===== config.mk =====
export PLATFORM = sky130hd
export DESIGN_NAME = acc_analog_ctrl
export DESIGN_NICKNAME = d
export VERILOG_FILES = /design/src/acc_pkg.sv /design/src/acc_analog_ctrl.sv
export SDC_FILE = /design/constraint.sdc
export NUM_CORES = 1
export LEC_CHECK = 0
export ABC_AREA = 1
export BUFFER_PORTS_ARGS = -buffer_cell sky130_fd_sc_hd__buf_4
export CORE_MARGIN = 3
export CORE_UTILIZATION = 45
export DETAILED_ROUTE_END_ITERATION = 6
export PLACE_DENSITY_LB_ADDON = 0.1
export SLEW_MARGIN = 5
export SYNTH_ARGS = -nofsm -noshare
export SYNTH_HDL_FRONTEND = slang
export SYNTH_SLANG_ARGS = --single-unit

===== constraint.sdc =====
create_clock -name clock_i -period 2.3 [get_ports clock_i]
set_clock_uncertainty 0.1 [all_clocks]
set_input_delay 0.46 -clock clock_i [delete_from_list [all_inputs] [get_ports clock_i]]
set_output_delay 0.46 -clock clock_i [all_outputs]
set_load 0.01 [all_outputs]

===== src/acc_pkg.sv =====
// package: register map, field positions and carrier types for the analog control block
package acc_pkg;

	// register byte addresses on the apb bus
	localparam logic [7:0] ACC_CTRL_OFFSET = 8'h00;
	localparam logic [7:0] ACC_STAT_OFFSET = 8'h04;

	// analog_power_control field positions
	localparam int ACC_CTRL_COMPARATOR1_POWER_ENABLE_BIT = 0;
	localparam int ACC_CTRL_COMPARATOR2_POWER_ENABLE_BIT = 1;
	localparam int ACC_CTRL_RAMP_BIT = 2;
	localparam int ACC_CTRL_IRQEN_BIT = 3;
	localparam int ACC_CTRL_MODE_LO_BIT = 4;
	localparam int ACC_CTRL_MODE_HI_BIT = 5;
	localparam int ACC_CTRL_CHG_BIT = 6;

	// analog_status_flags field positions
	localparam int ACC_STAT_FLAG1_BIT = 0;
	localparam int ACC_STAT_FLAG2_BIT = 1;
	localparam int ACC_STAT_CLR1_BIT = 2;
	localparam int ACC_STAT_CLR2_BIT = 3;
	localparam int ACC_STAT_SAMPLE_OFFSET_ENABLE_BIT = 4;
	localparam int ACC_STAT_COMP1_PIN_OUTPUT_ENABLE_BIT = 5;
	localparam int ACC_STAT_LIVE1_BIT = 6;
	localparam int ACC_STAT_LIVE2_BIT = 7;

	// reset values
	localparam logic [7:0] ACC_CTRL_RESET = 8'h00;
	localparam logic [7:0] ACC_STAT_RESET = 8'h00;

	// single-slope conversion modes
	typedef enum logic [1:0] {
		ACC_MODE_MANUAL,
		ACC_MODE_MANUAL_DISCHARGE,
		ACC_MODE_TOF_ICF,
		ACC_MODE_OCF_ICF
	} acc_mode_t;

	// analog-facing outputs travel together
	typedef struct packed {
		logic comp1_power;
		logic comp2_power;
		logic ramp_power;
		logic support_power;
		logic charge_enable;
		logic discharge_enable;
		logic sample_offset;
		logic irq;
		logic pin4_out;
		acc_mode_t mode;
	} acc_analog_t;

	// complete state of the block
	typedef struct packed {
		logic comp1_power_enable;
		logic comp2_power_enable;
		logic ramp_source_enable;
		logic comparator_irq_enable;
		acc_mode_t mode;
		logic charge_drive;
		logic comp1_rise_flag;
		logic comp2_rise_flag;
		logic sample_offset_enable;
		logic comp1_pin_output_enable;
		logic [1:0] sync1;
		logic [1:0] sync2;
		logic comp1_prev;
		logic comp2_prev;
		logic pready;
		logic [31:0] prdata;
		acc_analog_t ana;
	} acc_state_t;

endpackage


===== src/acc_analog_ctrl.sv =====
// analog compare control and status block with apb register access
//
// Design decisions made here: the APB interface to the registers and the placing of the registers.
module acc_analog_ctrl (
	input wire logic clock_i,
	input wire logic srst_i,
	input wire logic psel_i,
	input wire logic penable_i,
	input wire logic pwrite_i,
	input wire logic [7:0] paddr_i,
	input wire logic [31:0] pwdata_i,
	input wire logic [3:0] pstrb_i,
	output logic pready_o,
	output logic [31:0] prdata_o,
	output logic pslverr_o,
	input wire logic comp1_out_i,
	input wire logic comp2_out_i,
	input wire logic analog_option_bit_i,
	input wire logic hold_select_i,
	input wire logic second_sample_hold_select_i,
	input wire logic pin4_direction_i,
	input wire logic pin4_data_i,
	input wire logic output_level_bit_i,
	output acc_pkg::acc_analog_t analog_o
);

	acc_pkg::acc_state_t state_reg;
	acc_pkg::acc_state_t state_next;

	logic access;
	logic wr_ctrl;
	logic wr_stat;
	logic live1;
	logic live2;
	logic [7:0] ctrl_view;
	logic [7:0] stat_view;

	always_comb begin
		state_next = state_reg;
		access = psel_i && penable_i && !state_reg.pready;
		wr_ctrl = access && pwrite_i && pstrb_i[0] && paddr_i == acc_pkg::ACC_CTRL_OFFSET;
		wr_stat = access && pwrite_i && pstrb_i[0] && paddr_i == acc_pkg::ACC_STAT_OFFSET;

		state_next.sync1 = {state_reg.sync1[0], comp1_out_i};
		state_next.sync2 = {state_reg.sync2[0], comp2_out_i};
		state_next.comp1_prev = state_reg.sync1[1];
		state_next.comp2_prev = state_reg.sync2[1];
		// live state is forced low while the comparator is unpowered
		live1 = state_reg.sync1[1] && state_reg.comp1_power_enable;
		live2 = state_reg.sync2[1] && state_reg.comp2_power_enable;

		if (wr_ctrl) begin
			state_next.comp2_power_enable = pwdata_i[acc_pkg::ACC_CTRL_COMPARATOR2_POWER_ENABLE_BIT];
			state_next.comp1_power_enable = pwdata_i[acc_pkg::ACC_CTRL_COMPARATOR1_POWER_ENABLE_BIT];
			state_next.ramp_source_enable = pwdata_i[acc_pkg::ACC_CTRL_RAMP_BIT];
			state_next.comparator_irq_enable = pwdata_i[acc_pkg::ACC_CTRL_IRQEN_BIT];
			state_next.mode = acc_pkg::acc_mode_t'({pwdata_i[acc_pkg::ACC_CTRL_MODE_HI_BIT],
				pwdata_i[acc_pkg::ACC_CTRL_MODE_LO_BIT]});
			state_next.charge_drive = pwdata_i[acc_pkg::ACC_CTRL_CHG_BIT];
		end

		if (wr_stat) begin
			// offset bit only stored with option set
			state_next.sample_offset_enable = analog_option_bit_i
				&& pwdata_i[acc_pkg::ACC_STAT_SAMPLE_OFFSET_ENABLE_BIT];
			// pin-output bit only stored with option set
			state_next.comp1_pin_output_enable = analog_option_bit_i
				&& pwdata_i[acc_pkg::ACC_STAT_COMP1_PIN_OUTPUT_ENABLE_BIT];
		end

		// write-one clear of comparator 1 flag
		if (wr_stat && pwdata_i[acc_pkg::ACC_STAT_CLR1_BIT]) begin
			state_next.comp1_rise_flag = 1'b0;
		end
		// write-one clear of comparator 2 flag
		if (wr_stat && pwdata_i[acc_pkg::ACC_STAT_CLR2_BIT]) begin
			state_next.comp2_rise_flag = 1'b0;
		end
		// rising edge sets flag; set beats a same-cycle clear
		if (state_reg.sync1[1] && !state_reg.comp1_prev && state_reg.comp1_power_enable) begin
			state_next.comp1_rise_flag = 1'b1;
		end
		// rising edge sets flag; set beats a same-cycle clear
		if (state_reg.sync2[1] && !state_reg.comp2_prev && state_reg.comp2_power_enable) begin
			state_next.comp2_rise_flag = 1'b1;
		end

		ctrl_view = 8'h00;
		ctrl_view[acc_pkg::ACC_CTRL_COMPARATOR1_POWER_ENABLE_BIT] = state_reg.comp1_power_enable;
		ctrl_view[acc_pkg::ACC_CTRL_COMPARATOR2_POWER_ENABLE_BIT] = state_reg.comp2_power_enable;
		ctrl_view[acc_pkg::ACC_CTRL_RAMP_BIT] = state_reg.ramp_source_enable;
		ctrl_view[acc_pkg::ACC_CTRL_IRQEN_BIT] = state_reg.comparator_irq_enable;
		ctrl_view[acc_pkg::ACC_CTRL_MODE_LO_BIT] = state_reg.mode[0];
		ctrl_view[acc_pkg::ACC_CTRL_MODE_HI_BIT] = state_reg.mode[1];
		ctrl_view[acc_pkg::ACC_CTRL_CHG_BIT] = state_reg.charge_drive;

		stat_view = 8'h00;
		stat_view[acc_pkg::ACC_STAT_FLAG1_BIT] = state_reg.comp1_rise_flag;
		stat_view[acc_pkg::ACC_STAT_FLAG2_BIT] = state_reg.comp2_rise_flag;
		stat_view[acc_pkg::ACC_STAT_SAMPLE_OFFSET_ENABLE_BIT] = state_reg.sample_offset_enable
			&& analog_option_bit_i;
		stat_view[acc_pkg::ACC_STAT_COMP1_PIN_OUTPUT_ENABLE_BIT] = state_reg.comp1_pin_output_enable
			&& analog_option_bit_i;
		stat_view[acc_pkg::ACC_STAT_LIVE1_BIT] = live1;
		stat_view[acc_pkg::ACC_STAT_LIVE2_BIT] = live2;

		// one wait state: answer in the cycle after the access phase starts
		state_next.pready = access;
		state_next.prdata = 32'h0000_0000;
		if (access && !pwrite_i) begin
			if (paddr_i == acc_pkg::ACC_CTRL_OFFSET) begin
				state_next.prdata = {24'h00_0000, ctrl_view};
			end else if (paddr_i == acc_pkg::ACC_STAT_OFFSET) begin
				state_next.prdata = {24'h00_0000, stat_view};
			end
		end

		state_next.ana.comp1_power = state_next.comp1_power_enable;
		state_next.ana.comp2_power = state_next.comp2_power_enable;
		state_next.ana.ramp_power = state_next.ramp_source_enable;
		state_next.ana.support_power = state_next.comp1_power_enable
			|| state_next.comp2_power_enable || state_next.ramp_source_enable;
		state_next.ana.charge_enable = state_next.ramp_source_enable && state_next.charge_drive;
		state_next.ana.discharge_enable = state_next.ramp_source_enable
			&& !state_next.charge_drive;
		// mode is meaningless while ramp disabled
		state_next.ana.mode = state_next.ramp_source_enable ? state_next.mode
			: acc_pkg::ACC_MODE_MANUAL;
		// offset only with both holds clear
		state_next.ana.sample_offset = state_next.sample_offset_enable && analog_option_bit_i
			&& !hold_select_i && !second_sample_hold_select_i;
		state_next.ana.irq = state_next.comparator_irq_enable
			&& (state_next.comp1_rise_flag || state_next.comp2_rise_flag);
		state_next.ana.pin4_out = pin4_data_i || output_level_bit_i
			|| (state_next.comp1_pin_output_enable && analog_option_bit_i
			&& pin4_direction_i && live1);

		// reset clears all control and status
		if (srst_i) begin
			state_next = '0;
		end
	end

	always_ff @(posedge clock_i) begin
		state_reg <= state_next;
	end

	assign pready_o = state_reg.pready;
	assign prdata_o = state_reg.prdata;
	assign pslverr_o = 1'b0;
	assign analog_o = state_reg.ana;

endmodule // acc_analog_ctrl


==> results.md <==
Run status:
- The run finished with clean final reports.

Clocking:
- The clock tree root driver cell is clkbuf_4.
- The H-tree was split into 2 levels.
- Post-CTS timing repair inserted 0 buffers for setup.
- The insertion delay of the later-clocked pin in the worst-skew pair is 330 ps.
- The number of buffers created by CTS is 5.
- The number of buffers added to fix hold violations after cts is 0.
- The sink count of the clock tree is 34.
- The clock input transition at the sequential cells of the worst setup and hold paths is 110 ps.
- The TritonCTS clock tree is yes.
- Gates resized during post-CTS repair numbered 0.
- The clock tree buffer depth is 2.

Timing:
- Once routing completed, OpenROAD measured the worst setup slack at 794 ps.
- The shortest period the worst path allows is 1510 ps.
- The final number of setup-violating endpoints is 0.
- Setup repair after global routing left no endpoint under its margin.
- Static timing analysis puts the maximum clock frequency at 664 MHz.
- The count of final max-slew check failures is 0.
- The total negative slack is 0 ps.
- The final-report hold violation count is 0.
- The share of the clock period used by the worst path is 0.655.

Placed design:
- After detailed placement, the total cell area comes to 1730 µm².
- At the placement stage, the worst setup path has a slack of 511 ps.
- Once detailed placement completed, the half-perimeter wirelength came to 2230 µm.
- In this run the tool buffered the top-level ports with 48 buffer cells.
- The placer congestion estimate is 0.792.

Setup path:
- The endpoint required time on the critical path is 2490 ps.
- Along the worst path, the maximum fanout reaches 12.
- Traced cell by cell, the critical path runs through inv_1 > nand3_2 > nor2_4 > nand2_2 > nand2_1 > nand3_1 > clkinv_2 > and2_1.
- The biggest cell delay along the critical path is 330 ps.
- The kind of launch point of the worst setup path is a register.
- The class of the most critical setup path is register to register.
- The kind of end point of the critical path is a register.
- The slowest stage of the critical path belongs to the cell dfxtp_1.
- At the worst endpoint, the arrival time is 1700 ps.

Floorplanning:
- Row generation in the floorplan step produced 20 rows.
- 102 I/O pins were placed.
- The die covers 4230 µm².
- In this run the standard cell core region covers 3180 µm².
- The die is 65.1 µm tall.
- The initial utilization of the core area, before any placement, comes to 0.494.
- The die is 65.1 µm wide.

Synthesis:
- The sequential area share after synthesis is 0.433.
- The library cell occupying the most area in the post-synthesis netlist is dfxtp_1.
- The unique cell type count in the Yosys netlist is 27.
- Synthesis produced 193 cells.
- After synthesis, the cell types taking the most area are dfxtp_1, buf_4, nand2_1, nor2_1, inv_1.
- A synthesized cell averages 8.14 µm².
- The share of synthesized area in the top cell type comes to 0.433.
- The synthesized area is 1570 µm².
- The post-synthesis sequential element count is 34.
- Yosys printed 0 warnings.

Layout:
- Compared with the post-synthesis result, the final layout area differs by 15.1%.
- Summing all non-filler instances in the final layout gives an area of 1810 µm².
- The net count of the finished layout is 283.
- In the final layout, the share of cells above drive strength 1 is 0.304.
- 0 antenna diodes ended up in the layout.
- The library cells used most frequently in the layout, excluding fill and tap cells, are buf_4, dfxtp_1, nor2_1, nand2_1, conb_1.
- The most common cell after layout, fill and taps aside is buf_4.
- The register with the most flip-flops in the layout has 11 of them.

Pwr:
- The largest vdd supply drop is 0.360 mV.
- Overall power consumption after layout is estimated at 1100 µW.
- In this run the power density over the cells is 610 nW/µm².
- In this run the static leakage power is 0.000905 µW.

Drt:
- Dividing the detail-routed wire length by the instance count gives 10.2 µm.
- The detailed router finished its first iteration with 34 violations.
- The routed layout has 1,134 vias.
- The number of vias per cell after detailed routing is 4.18.
- The first TritonRoute pass finished after 4 iterations.
- The number of nets with antenna violations after detailed routing is 0.
- Wires add up to 2750 µm.
- The remaining design rule violation count is 0.

Min path:
- The path class of the tightest hold or removal check is input pin to register.

Global routing:
- The via count of the first global-routing pass is 1,053.
- Entering global routing, the biggest net connects 15 pins.
- After global routing the overflow that remains totals 0.
- In the global route stage, overall resource usage came out at 0.136.
- The first global-routing pass estimated 4450 µm of wire.
- The initial antenna violation count is 0.

Flow run:
- Max-cap violations in this run came to 0.
## synthesized netlist by cell type, drive strengths merged
library cell,number
a21oi,2
or2,2
dfxtp,34
nand4,2
conb,1
clkinv,1
nand2,28
nor2,28
o21ai,10
nand3b,2
o22ai,1
or3b,1
nand3,10
nor3,2
buf,45
inv,20
and2,2
clkbuf,1
o211ai,1
## final cells by class
class	count	area (µm²)
multi-input cells	116	554
fillers	317	1370
repair buffers	48	360
flip-flops and latches	34	681
clock inverters	3	40.0
inverters	21	80.1
clock buffers	5	37.5
well taps	44	55.1
## through the flow
stage / util / cells / hold WS [ps]
2_1_floorplan: - / 217 / 288
3_3_place_gp: 0.544 / 263 / 290
3_5_place_dp: 0.544 / 263 / 303
4_1_cts: 0.569 / 271 / 220
5_1_grt: 0.569 / 271 / 218
6_report: 0.569 / 271 / 227
## final timing paths
check                start             to  slack [ps]  depth (start not counted)
max               pready_o    analog_o[5]         790                          8
min reg2reg  state_reg[48]  state_reg[49]         310                          2
min            comp1_out_i  state_reg[48]         230                          3
max reg2reg       pready_o    analog_o[5]         790                          8
## cell families (layout without fill, tap and decap cells)
group,count (synthesis),after routing,synth area share
buffers and inverters,67,77,0.271
AND/OR/NAND/NOR,77,77,0.241
AO/OA/AOI/OAI,14,14,0.0526
flip-flops,34,34,0.433
other,1,25,0.00239
## layer usage
layer	GRT usage	wire length (µm)
met2	0.245	1390
met4	0.0311	21
met5	0	0
met3	0.0520	228
met1	0.150	1110
## worst max-delay path: cells and delay by family (launching register included)
kind                   cells  cell delay [ps]
buffers and inverters      2              150
flip-flops                 1              330
AND/OR/NAND/NOR            6              880
## power breakdown
part	leakage, µW	internal, µW	switching, µW	total (µW)
clock network	0.0000450	225	193	418
logic	0.000585	40.0	48.8	88.9
registers	0.000275	594	1.82	596
total	0.000905	859	244	1100
No activity file was read; power rests on OpenSTA's default activity.
